## src/hdl/pco_cfg.svh

```systemverilog
// Purpose: offsets, field positions, reset values and timing for the compare block
// Assumes: 32-bit AXI4-Lite data, one register per aligned word
// Notes: constants only
`ifndef PCO_CFG_SVH
`define PCO_CFG_SVH
// -------------------------------------------------------------------
// register offsets
// -------------------------------------------------------------------
`define PCO_OFS_CTRL 12'h000
`define PCO_OFS_RESOL 12'h004
`define PCO_OFS_WIDTH 12'h008
`define PCO_OFS_START 12'h00C
`define PCO_OFS_END 12'h010
`define PCO_OFS_STATUS 12'h014
`define PCO_OFS_LIVE 12'h018
`define PCO_OFS_ZERO 12'h01C
`define PCO_OFS_CYCLES 12'h020
`define PCO_OFS_CASTART 12'h024
`define PCO_OFS_TABLE 12'h100
`define PCO_OFS_TABLE_END 12'h23C
// -------------------------------------------------------------------
// fields and reset values
// -------------------------------------------------------------------
`define PCO_CTRL_EN_BIT 0
`define PCO_CTRL_MODE_LSB 4
`define PCO_CTRL_OPEN_LSB 8
`define PCO_ATTR_UP_BIT 0
`define PCO_ATTR_DN_BIT 1
`define PCO_ATTR_CH_LSB 8
`define PCO_RES_RST 5'h07
`define PCO_RES_BASE 10
`define PCO_WIDTH_MIN 11'h005
`define PCO_WIDTH_RST 11'h005
// -------------------------------------------------------------------
// timing
// -------------------------------------------------------------------
`define PCO_CLK_NS 20
`define PCO_TICK_NS 100000
`define PCO_TICK_CYC (`PCO_TICK_NS / `PCO_CLK_NS)
`endif

```

## src/hdl/pco_pkg.sv

```systemverilog
// Purpose: types shared by the compare block
// Assumes: nothing
// Notes: numbers live in pco_cfg.svh
package pco_pkg;
   typedef enum logic [1:0] {
      PCO_SINGLE_ABS = 2'h0,
      PCO_CYC_INC = 2'h1,
      PCO_FIX_INC = 2'h2,
      PCO_CYC_ABS = 2'h3
   } pco_mode_t;
   typedef enum logic [1:0] {
      PCO_ST_IDLE = 2'h0,
      PCO_ST_SEEK = 2'h1,
      PCO_ST_RUN = 2'h2
   } pco_state_t;
endpackage : pco_pkg

```

## src/hdl/pco_cross_det.sv

```systemverilog
// Purpose: crossing test of one target between two position samples
// Assumes: samples never wrap across the signed range
// Notes: combinational
`timescale 1ns/1ps
module pco_cross_det
   import pco_pkg::*;
(
   input wire logic signed [31:0] prevPos,
   input wire logic signed [31:0] curPos,
   input wire logic signed [31:0] target,
   input wire logic [1:0] attrDir,
   input wire logic [1:0] dirMask,
   output logic crossUp,
   output logic crossDn,
   output logic fire
);
   // landing on the target counts; the next step leaves it, so a stop there fires once
   assign crossUp = dirMask[0] && (prevPos < target) && (curPos >= target);
   assign crossDn = dirMask[1] && (prevPos > target) && (curPos <= target);
   assign fire = (crossUp && attrDir[0]) || (crossDn && attrDir[1]);
endmodule : pco_cross_det

```

## src/hdl/pco_pulse_gen.sv

```systemverilog
// Purpose: fixed-width output pulse on the selected channels
// Assumes: width already clamped to the legal minimum
// Notes: busy marks the suspension window
`timescale 1ns/1ps
`include "pco_cfg.svh"
module pco_pulse_gen
   import pco_pkg::*;
#(
   parameter int TICK_CYC = `PCO_TICK_CYC
)
(
   input wire logic clk_sys,
   input wire logic rstn,
   input wire logic start,
   input wire logic [10:0] widthTicks,
   input wire logic [3:0] chanSel,
   output logic busy,
   output logic [3:0] chanOut
);
   logic [31:0] cycCnt_r;
   logic [10:0] tickCnt_r;
   logic busy_r;
   logic [3:0] chan_r;
   wire tickEnd = (cycCnt_r == 32'(TICK_CYC - 1));
   wire lastTick = tickEnd && (tickCnt_r == 11'h001);
   always_ff @(posedge clk_sys or negedge rstn)
   begin
      if (!rstn)
      begin
         cycCnt_r <= 32'h0;
         tickCnt_r <= 11'h0;
         busy_r <= 1'b0;
         chan_r <= 4'h0;
      end
      else if (start && !busy_r)
      begin
         cycCnt_r <= 32'h0;
         tickCnt_r <= widthTicks;
         busy_r <= 1'b1;
         chan_r <= chanSel;
      end
      else if (busy_r)
      begin
         cycCnt_r <= tickEnd ? 32'h0 : cycCnt_r + 32'h1;
         tickCnt_r <= tickEnd ? tickCnt_r - 11'h1 : tickCnt_r;
         busy_r <= !lastTick;
         chan_r <= lastTick ? 4'h0 : chan_r;
      end
   end
   assign busy = busy_r;
   assign chanOut = chan_r;
endmodule : pco_pulse_gen

```

## src/hdl/pco_compare_top.sv

```systemverilog
// Purpose: position compare output with a 40-entry target table
// Assumes: feedback sample valid strobe synchronous to clk_sys
// Notes: registers reached over AXI4-Lite
//
// Chosen here: the AXI4-Lite slave port and the register offsets.
`timescale 1ns/1ps
`include "pco_cfg.svh"
module pco_compare_top
   import pco_pkg::*;
#(
   parameter int NPTS = 40,
   parameter int ENC_BITS = 23,
   parameter int TICK_CYC = `PCO_TICK_CYC
)
(
   input wire logic clk_sys,
   input wire logic rstn,
   input wire logic [11:0] s_axi_awaddr,
   input wire logic s_axi_awvalid,
   output logic s_axi_awready,
   input wire logic [31:0] s_axi_wdata,
   input wire logic [3:0] s_axi_wstrb,
   input wire logic s_axi_wvalid,
   output logic s_axi_wready,
   output logic [1:0] s_axi_bresp,
   output logic s_axi_bvalid,
   input wire logic s_axi_bready,
   input wire logic [11:0] s_axi_araddr,
   input wire logic s_axi_arvalid,
   output logic s_axi_arready,
   output logic [31:0] s_axi_rdata,
   output logic [1:0] s_axi_rresp,
   output logic s_axi_rvalid,
   input wire logic s_axi_rready,
   input wire logic fbValid,
   input wire logic signed [31:0] fbPos,
   output logic [3:0] chanOut
);
   // -------------------------------------------------------------------
   // helpers
   // -------------------------------------------------------------------
   function automatic logic [31:0] mergeStrb(input logic [31:0] old, input logic [31:0] nw,
                                             input logic [3:0] strb);
      for (int b = 0; b < 4; b++)
         if (strb[b])
            old[b*8 +: 8] = nw[b*8 +: 8];
      return old;
   endfunction : mergeStrb
   function automatic logic [5:0] tblIdx(input logic [11:0] addr);
      logic [11:0] off;
      off = addr - `PCO_OFS_TABLE;
      return off[8:3];
   endfunction : tblIdx
   function automatic logic tblHit(input logic [11:0] addr);
      return (addr >= `PCO_OFS_TABLE) && (addr <= `PCO_OFS_TABLE_END);
   endfunction : tblHit
   // -------------------------------------------------------------------
   // registers and table
   // -------------------------------------------------------------------
   logic en_r, enPrev_r;
   pco_mode_t mode_r;
   logic [3:0] open_r;
   logic [4:0] res_r;
   logic [10:0] width_r;
   logic [5:0] startIdx_r, endIdx_r, casStart_r, status_r, curIdx_r, upIdx_r;
   logic signed [31:0] live_r, zero_r, scaledPrev_r;
   logic [15:0] cycles_r, cycDone_r;
   logic signed [31:0] tgtMem [NPTS];
   logic [11:0] attrMem [NPTS];
   pco_state_t state_r;
   logic [11:0] awAddr_r;
   logic [31:0] wData_r;
   logic [3:0] wStrb_r;
   logic awHeld_r, wHeld_r;
   // -------------------------------------------------------------------
   // AXI4-Lite write and read decode
   // -------------------------------------------------------------------
   wire wrCommit = awHeld_r && wHeld_r && !s_axi_bvalid;
   wire awHeld_nxt = (awHeld_r && !wrCommit) || (s_axi_awvalid && s_axi_awready);
   wire wHeld_nxt = (wHeld_r && !wrCommit) || (s_axi_wvalid && s_axi_wready);
   wire [11:0] wA = {awAddr_r[11:2], 2'b00};
   wire [5:0] wIdx = tblIdx(wA);
   wire wTbl = tblHit(wA) && (wIdx < 6'(NPTS));
   wire wReg = (wA <= `PCO_OFS_CASTART) && (wA != `PCO_OFS_STATUS) && (wA != `PCO_OFS_LIVE);
   wire wOk = wTbl || wReg || (wA == `PCO_OFS_STATUS) || (wA == `PCO_OFS_LIVE);
   wire tblWe = wrCommit && wTbl && !en_r;
   wire ctrlWe = wrCommit && (wA == `PCO_OFS_CTRL);
   wire [31:0] ctrlNew = mergeStrb({20'h0, open_r, 2'h0, mode_r, 3'h0, en_r}, wData_r, wStrb_r);
   wire [31:0] wMerged = mergeStrb(32'h0, wData_r, wStrb_r);
   // decoded at the take edge, so the answer belongs to this request, not the last one
   wire [11:0] rA = {s_axi_araddr[11:2], 2'b00};
   wire [5:0] rIdx = tblIdx(rA);
   wire rTbl = tblHit(rA) && (rIdx < 6'(NPTS));
   wire rOk = rTbl || (rA <= `PCO_OFS_CASTART);
   wire [31:0] rTblData = rA[2] ? {20'h0, attrMem[rIdx]} : tgtMem[rIdx];
   wire [31:0] rRegData =
      (rA == `PCO_OFS_CTRL) ? {20'h0, open_r, 2'h0, mode_r, 3'h0, en_r} :
      (rA == `PCO_OFS_RESOL) ? {27'h0, res_r} :
      (rA == `PCO_OFS_WIDTH) ? {21'h0, width_r} :
      (rA == `PCO_OFS_START) ? {26'h0, startIdx_r} :
      (rA == `PCO_OFS_END) ? {26'h0, endIdx_r} :
      (rA == `PCO_OFS_STATUS) ? {26'h0, status_r} :
      (rA == `PCO_OFS_LIVE) ? live_r :
      (rA == `PCO_OFS_ZERO) ? zero_r :
      (rA == `PCO_OFS_CYCLES) ? {16'h0, cycles_r} :
      (rA == `PCO_OFS_CASTART) ? {26'h0, casStart_r} : 32'h0;
   wire [31:0] rData = rTbl ? rTblData : rRegData;
   always_ff @(posedge clk_sys or negedge rstn)
   begin
      if (!rstn)
      begin
         awHeld_r <= 1'b0;
         wHeld_r <= 1'b0;
         awAddr_r <= 12'h0;
         wData_r <= 32'h0;
         wStrb_r <= 4'h0;
         s_axi_bvalid <= 1'b0;
         s_axi_bresp <= 2'h0;
         s_axi_arready <= 1'b0;
         s_axi_awready <= 1'b1;
         s_axi_wready <= 1'b1;
         s_axi_rvalid <= 1'b0;
         s_axi_rdata <= 32'h0;
         s_axi_rresp <= 2'h0;
      end
      else
      begin
         if (s_axi_awvalid && s_axi_awready)
            awAddr_r <= s_axi_awaddr;
         if (s_axi_wvalid && s_axi_wready)
         begin
            wData_r <= s_axi_wdata;
            wStrb_r <= s_axi_wstrb;
         end
         awHeld_r <= awHeld_nxt;
         wHeld_r <= wHeld_nxt;
         // ready kept as its own flop so the port leaves a register
         s_axi_awready <= !awHeld_nxt;
         s_axi_wready <= !wHeld_nxt;
         s_axi_bvalid <= wrCommit || (s_axi_bvalid && !s_axi_bready);
         if (wrCommit)
            s_axi_bresp <= wOk ? 2'h0 : 2'h2;
         // one cycle to raise arready, one to answer
         s_axi_arready <= !s_axi_arready && !s_axi_rvalid && s_axi_arvalid;
         if (s_axi_rvalid && s_axi_rready)
            s_axi_rvalid <= 1'b0;
         else if (s_axi_arvalid && s_axi_arready)
            s_axi_rvalid <= 1'b1;
         s_axi_rdata <= (s_axi_arvalid && s_axi_arready) ? rData : s_axi_rdata;
         s_axi_rresp <= (s_axi_arvalid && s_axi_arready) ? (rOk ? 2'h0 : 2'h2) : s_axi_rresp;
      end
   end
   // -------------------------------------------------------------------
   // feedback scaling and crossing candidates
   // -------------------------------------------------------------------
   wire [5:0] resBits = 6'(res_r) + 6'(`PCO_RES_BASE);
   wire [5:0] shiftAmt = (resBits >= 6'(ENC_BITS)) ? 6'h0 : 6'(ENC_BITS) - resBits;
   wire signed [31:0] scaledNow = fbPos >>> shiftAmt;
   wire signed [31:0] liveNxt = live_r + (scaledNow - scaledPrev_r);
   wire isCas = (mode_r == PCO_CYC_ABS);
   wire casRun = isCas && (state_r == PCO_ST_RUN);
   wire [5:0] idxA = (state_r == PCO_ST_SEEK) ? casStart_r : (isCas ? upIdx_r : curIdx_r);
   wire [5:0] idxB = upIdx_r - 6'h1;
   wire validA = (idxA < 6'(NPTS)) && (!casRun || (upIdx_r <= endIdx_r));
   wire validB = casRun && (upIdx_r > startIdx_r);
   logic upA, fireA, dnB, fireB, busy;
   pco_cross_det u_crossA (
      .prevPos(live_r),
      .curPos(liveNxt),
      .target(tgtMem[idxA]),
      .attrDir(attrMem[idxA][1:0]),
      .dirMask(casRun ? 2'b01 : 2'b11),
      .crossUp(upA),
      .crossDn(),
      .fire(fireA)
   );
   pco_cross_det u_crossB (
      .prevPos(live_r),
      .curPos(liveNxt),
      .target(tgtMem[idxB]),
      .attrDir(attrMem[idxB][1:0]),
      .dirMask(2'b10),
      .crossUp(),
      .crossDn(dnB),
      .fire(fireB)
   );
   // -------------------------------------------------------------------
   // compare sequencing
   // -------------------------------------------------------------------
   wire enRise = en_r && !enPrev_r;
   wire step = fbValid && (state_r != PCO_ST_IDLE) && en_r && !busy;
   wire seqRun = step && !isCas;
   wire skipA = (attrMem[idxA][1:0] == 2'b00);
   wire hitA = step && validA && fireA;
   wire hitB = step && validB && fireB;
   wire seqAdv = seqRun && validA && (skipA || fireA);
   wire atEnd = (curIdx_r == endIdx_r);
   wire fixDone = (cycDone_r + 16'h1 >= cycles_r);
   wire autoOff = seqAdv && atEnd &&
                  ((mode_r == PCO_SINGLE_ABS) || ((mode_r == PCO_FIX_INC) && fixDone));
   wire incMode = (mode_r == PCO_CYC_INC) || (mode_r == PCO_FIX_INC);
   wire startPulse = hitA || hitB;
   wire [11:0] hitAttr = hitA ? attrMem[idxA] : attrMem[idxB];
   wire [3:0] chanSel = hitAttr[`PCO_ATTR_CH_LSB +: 4] & open_r;
   wire [10:0] widthEff = (width_r < `PCO_WIDTH_MIN) ? `PCO_WIDTH_MIN : width_r;
   always_ff @(posedge clk_sys or negedge rstn)
   begin
      if (!rstn)
      begin
         en_r <= 1'b0;
         enPrev_r <= 1'b0;
         mode_r <= PCO_SINGLE_ABS;
         open_r <= 4'h0;
         res_r <= `PCO_RES_RST;
         width_r <= `PCO_WIDTH_RST;
         startIdx_r <= 6'h0;
         endIdx_r <= 6'h0;
         casStart_r <= 6'h0;
         zero_r <= 32'h0;
         cycles_r <= 16'h0;
      end
      else
      begin
         enPrev_r <= en_r;
         // a software write to the control word wins over the automatic stop
         if (ctrlWe)
         begin
            en_r <= ctrlNew[`PCO_CTRL_EN_BIT];
            mode_r <= pco_mode_t'(ctrlNew[`PCO_CTRL_MODE_LSB +: 2]);
            open_r <= ctrlNew[`PCO_CTRL_OPEN_LSB +: 4];
         end
         else if (autoOff)
            en_r <= 1'b0;
         if (wrCommit && (wA == `PCO_OFS_RESOL))
            res_r <= wMerged[4:0];
         if (wrCommit && (wA == `PCO_OFS_WIDTH))
            width_r <= wMerged[10:0];
         if (wrCommit && (wA == `PCO_OFS_START))
            startIdx_r <= wMerged[5:0];
         if (wrCommit && (wA == `PCO_OFS_END))
            endIdx_r <= wMerged[5:0];
         if (wrCommit && (wA == `PCO_OFS_CASTART))
            casStart_r <= wMerged[5:0];
         if (wrCommit && (wA == `PCO_OFS_ZERO))
            zero_r <= wMerged;
         if (wrCommit && (wA == `PCO_OFS_CYCLES))
            cycles_r <= wMerged[15:0];
      end
   end
   always_ff @(posedge clk_sys)
   begin
      if (tblWe && !wA[2])
         tgtMem[wIdx] <= mergeStrb(tgtMem[wIdx], wData_r, wStrb_r);
      if (tblWe && wA[2])
         attrMem[wIdx] <= 12'(mergeStrb({20'h0, attrMem[wIdx]}, wData_r, wStrb_r));
   end
   always_ff @(posedge clk_sys or negedge rstn)
   begin
      if (!rstn)
      begin
         state_r <= PCO_ST_IDLE;
         live_r <= 32'h0;
         scaledPrev_r <= 32'h0;
         status_r <= 6'h0;
         curIdx_r <= 6'h0;
         upIdx_r <= 6'h0;
         cycDone_r <= 16'h0;
      end
      else
      begin
         if (fbValid)
            scaledPrev_r <= scaledNow;
         if (!en_r)
         begin
            state_r <= PCO_ST_IDLE;
            status_r <= 6'h0;
            cycDone_r <= 16'h0;
         end
         else if (enRise)
         begin
            state_r <= isCas ? PCO_ST_SEEK : PCO_ST_RUN;
            live_r <= zero_r;
            curIdx_r <= startIdx_r;
            status_r <= isCas ? casStart_r : startIdx_r;
         end
         else
         begin
            if (fbValid)
               live_r <= (hitA && incMode) ? 32'h0 : liveNxt;
            unique case (state_r)
               PCO_ST_SEEK:
                  if (hitA)
                  begin
                     state_r <= PCO_ST_RUN;
                     status_r <= casStart_r;
                     upIdx_r <= upA ? casStart_r + 6'h1 : casStart_r;
                  end
               PCO_ST_RUN:
                  if (casRun && step && validA && upA)
                  begin
                     upIdx_r <= upIdx_r + 6'h1;
                     status_r <= upIdx_r;
                  end
                  else if (casRun && step && validB && dnB)
                  begin
                     upIdx_r <= idxB;
                     status_r <= idxB;
                  end
                  else if (seqAdv && atEnd && !autoOff)
                  begin
                     curIdx_r <= startIdx_r;
                     status_r <= startIdx_r;
                     cycDone_r <= cycDone_r + 16'h1;
                  end
                  else if (seqAdv && !atEnd)
                  begin
                     curIdx_r <= curIdx_r + 6'h1;
                     status_r <= curIdx_r + 6'h1;
                  end
               default:
                  state_r <= PCO_ST_IDLE;
            endcase
         end
      end
   end
   pco_pulse_gen #(
      .TICK_CYC(TICK_CYC)
   ) u_pulse (
      .clk_sys(clk_sys),
      .rstn(rstn),
      .start(startPulse),
      .widthTicks(widthEff),
      .chanSel(chanSel),
      .busy(busy),
      .chanOut(chanOut)
   );
endmodule : pco_compare_top

```

## config.mk

```make
export PLATFORM = sky130hd
export DESIGN_NAME = pco_compare_top
export DESIGN_NICKNAME = d
export VERILOG_FILES = /design/src/hdl/pco_pkg.sv /design/src/hdl/pco_cross_det.sv /design/src/hdl/pco_pulse_gen.sv /design/src/hdl/pco_compare_top.sv
export VERILOG_INCLUDE_DIRS = /design/src /design/src/hdl
export SDC_FILE = /design/constraint.sdc
export NUM_CORES = 2
export LEC_CHECK = 0
export BUFFER_PORTS_ARGS = -buffer_cell sky130_fd_sc_hd__buf_4
export CAP_MARGIN = 25
export CELL_PAD_IN_SITES_DETAIL_PLACEMENT = 0
export CELL_PAD_IN_SITES_GLOBAL_PLACEMENT = 1
export CORE_ASPECT_RATIO = 0.75
export CORE_MARGIN = 5
export CORE_UTILIZATION = 40
export CTS_CLUSTER_SIZE = 16
export DETAILED_ROUTE_END_ITERATION = 10
export HOLD_SLACK_MARGIN = 0.1
export PLACE_DENSITY = 0.63
export SETUP_SLACK_MARGIN = 0.15
export SLEW_MARGIN = 20
export SYNTH_ARGS = -nofsm -noshare
export SYNTH_HDL_FRONTEND = slang
export SYNTH_SLANG_ARGS = --single-unit
```

## constraint.sdc

```tcl
create_clock -name clk_sys -period 11.48 [get_ports clk_sys]
set_input_delay 0.574 -clock clk_sys [delete_from_list [all_inputs] [get_ports clk_sys]]
set_output_delay 0.574 -clock clk_sys [all_outputs]
set_load 0.005 [all_outputs]
```

==> impl_metrics.tcl <==
set metrics [dict create \
    nets 8081 \
    max-clock-path-buffers 4 \
    grt_max_degree 125 \
    yosysTopAreaCellShare_pct 45.6 \
    fin_crit_ns 10.67 \
    drtIter0Drc 10100 \
    routedWlPerCell_um 35.1 \
    vias_per_cell 6.61 \
    use_met3_pct 10.6 \
    cts_tree "built" \
    cts.sinks 2085 \
    total_power_w 0.0346 \
    p_per_area_nw_per_um2 265 \
    yosys.cell_count.top_type "edfxtp_1" \
    syn_inst 7578 \
    slew_viol_final 0 \
    grt_pass1_wl_um 582000 \
    regArea_um2 61000 \
    relSlewSlack_pct 22.9 \
    area_growth_pct 12.8 \
    yosys-top-cells-count "1,760 x edfxtp_1, 1,347 x mux4_2, 773 x nand2_1" \
    cp-end-kind "flop" \
    critPathLaunchType "flop" \
    die_x_um 631 \
    finalSetupViolCount 0 \
    cpPeakStageDelay_ns 0.60 \
    max_freq_mhz 93.7 \
    min_path_type "in2reg" \
    numCtsBuffers 228 \
    multiInputGateArea_um2 52100 \
    firstDrtPassIters 8 \
    top_usage_layer "met1" \
    synth_edf_count 1760 \
    routabilityCongestion 0.931 \
    clk_latency_ns 0.94 \
    clk_transition_reported_paths_ns 0.06 \
    cp_slowest_cell "dfstp_2" \
    design.core.area_um2 289000 \
    place_ws_ns 0.345 \
    stdcell_count 11700 \
    io-pin-count 145 \
    ys_warn_count 0 \
    start_util_pct 40.1 \
    die_h_um 476 \
    layout_setup_ws_ns 0.812 \
    crit_type "reg2reg" \
    synth-main-ff-cell "edfxtp_1" \
    drive_gt1_share_pct 30.0 \
    grt_usage_pct 27.0 \
    cp_data_required_time_ns 12.28 \
    leakagePower_nw 44.0 \
    synth_seq_area_share_pct 52.7 \
    fin_setup_tns_ns 0 \
    antenna_found_initial 12 \
    met1_usage_pct 38.5 \
    ys_top_cells_by_area "edfxtp_1 46%, mux4_2 26%, dfrtp_1 6.9%" \
    place_hpwl_um 278000 \
    io_buffers 138 \
    route.detailed.drc 0 \
    max-cap-violations 0 \
    status "complete, no violations" \
    yosysTopAreaCell "edfxtp_1" \
    synth-seq-cells 2085 \
    worstMarginPinSlew_ns 1.15 \
    ant_nets 0 \
    grt_pass1_vias 74900 \
    vias 77500 \
    fin_skew_ns 0.120 \
    grt-ovfl-total 0 \
    wirelength_um 412000 \
    async_flop_share_pct 15.6 \
    cp_max_fo 14 \
    rows 171 \
    h-tree-depth 4 \
    clockRootBuffer "clkbuf_16" \
    cp_common_cell "ha_1" \
    die_area_um2 300000 \
    crit_arrival_ns 11.47 \
    synth_cell_type_count 96 \
    nFillCells 25100 \
    fin_crit_sh_pct 92.9 \
    grt_use_met2_pct 38.4 \
    synth.avg_cell_area_um2 15.3 \
    finalHoldViolations 0 \
    utilization_pct 45.2 \
    synth_area_um2 116000 \
    ir_drop_mv 0.358 \
    place_inst 11200 \
    rsz0062_at_grt "false" \
]
## registers in the layout, summed over array words and instances, names as in the netlist, 10 cells and up
register,count
live_r,32
cycDone_r,16
cycles_r,16
u_pulse.cycCnt_r,32
u_pulse.tickCnt_r,11
width_r,11
wData_r,32
attrMem,480
zero_r,32
scaledPrev_r,32
s_axi_rdata,32
awAddr_r,10
tgtMem,1280
## power breakdown
group,internal [W],total (W),switching [W]
Combinational,0.00648,0.0172,0.0107
Sequential,0.00949,0.00991,0.000426
Clock,0.00428,0.00745,0.00317
Total,0.0202,0.0346,0.0143
## final timing paths
kind / startpoint / end / slack (ns) / cells past startpoint
setup / recovery: res_r[2] / status_r[5] / 0.81 / 41
hold / removal: s_axi_araddr[10] / s_axi_rresp[1] / 0.19 / 4
setup reg to reg: res_r[2] / status_r[5] / 0.81 / 41
hold reg to reg: cycles_r[5] / cycles_r[5] / 0.48 / 2
max in group asynchronous: rstn / wData_r[31] / 9.13 / 4
min in group asynchronous: rstn / endIdx_r[2] / 0.32 / 2
## through the flow
stage,hold WS [ns],area [um2]
2_1_floorplan,0.278,116000
3_3_place_gp,0.470,122000
3_5_place_dp,0.470,122000
4_1_cts,0.133,130000
5_1_grt,0.198,131000
6_report,0.185,131000
## placed cells by master, fill, tap and decap left out, types with 31 or more instances in the layout
cell	synthesis	final
a211oi_1	83	82
a21o_1	39	39
a21oi_1	281	279
a22oi_1	36	36
a31oi_1	36	35
and3_1	62	61
buf_4	7	396
clkbuf_1	308	43
clkbuf_16	0	231
clkinv_1	2	31
clkinv_2	0	36
dfrtp_1	318	305
dlygate4sd3_1	0	51
edfxtp_1	1760	1760
fa_1	31	31
ha_1	206	204
inv_1	218	218
mux2_2	109	109
mux2i_1	221	218
mux4_2	1347	1347
nand2_1	773	768
nand3_1	180	180
nand4_1	38	38
nor2_1	404	365
nor2_2	0	36
nor2b_1	63	62
nor3_1	49	47
o21ai_0	313	310
xnor2_1	53	50
## layer usage
layer  part of all wire [%]  wire [um]  vias up
met4                    2.9      12100       10
li1                       -          -    31100
met5                  0.061        253        -
met1                     41     167000    40600
met3                     14      57600      636
met2                     42     175000     5137
## kinds of logic (layout without fill, tap and decap cells)
kind of cell,after synthesis,count (layout),synth area share [%]
multiplexers,1682,1682,29.3
AND/OR/NAND/NOR,1672,1672,6.33
other,1,4,0.00324
AO/OA/AOI/OAI,1043,1044,5.68
adder cells (fa/ha/maj),237,237,2.76
flip-flops,2085,2085,52.7
XOR/XNOR,68,68,0.514
buffers and inverters,790,1138,2.76
## cell type report
cell class              instances  area share (%)
clock inverters               135            1.10
multi-input cells            4705            39.9
well taps                    3806            3.65
inverters                     220           0.632
diodes                          2         0.00383
flip-flops and latches       2085            46.7
repair buffers                504            3.38
clock buffers                 279            4.60
## what timing repair did
item                                    4_1_cts  5_1_grt
resized for setup                             0        6
hold buffers                                 51        0
endpoints found under the setup margin        0      115
endpoints found under the hold margin       134        0
setup buffers                                 0        0
## worst max-delay path: cells and delay by family (launching register included)
kind,cells,cell delay [ns]
XOR/XNOR,2,0.32
adder cells (fa/ha/maj),6,1.65
AO/OA/AOI/OAI,15,4.18
AND/OR/NAND/NOR,11,2.53
buffers and inverters,4,0.54
flip-flops,1,0.60
multiplexers,3,0.73
Power figures use the tool's default switching activity.
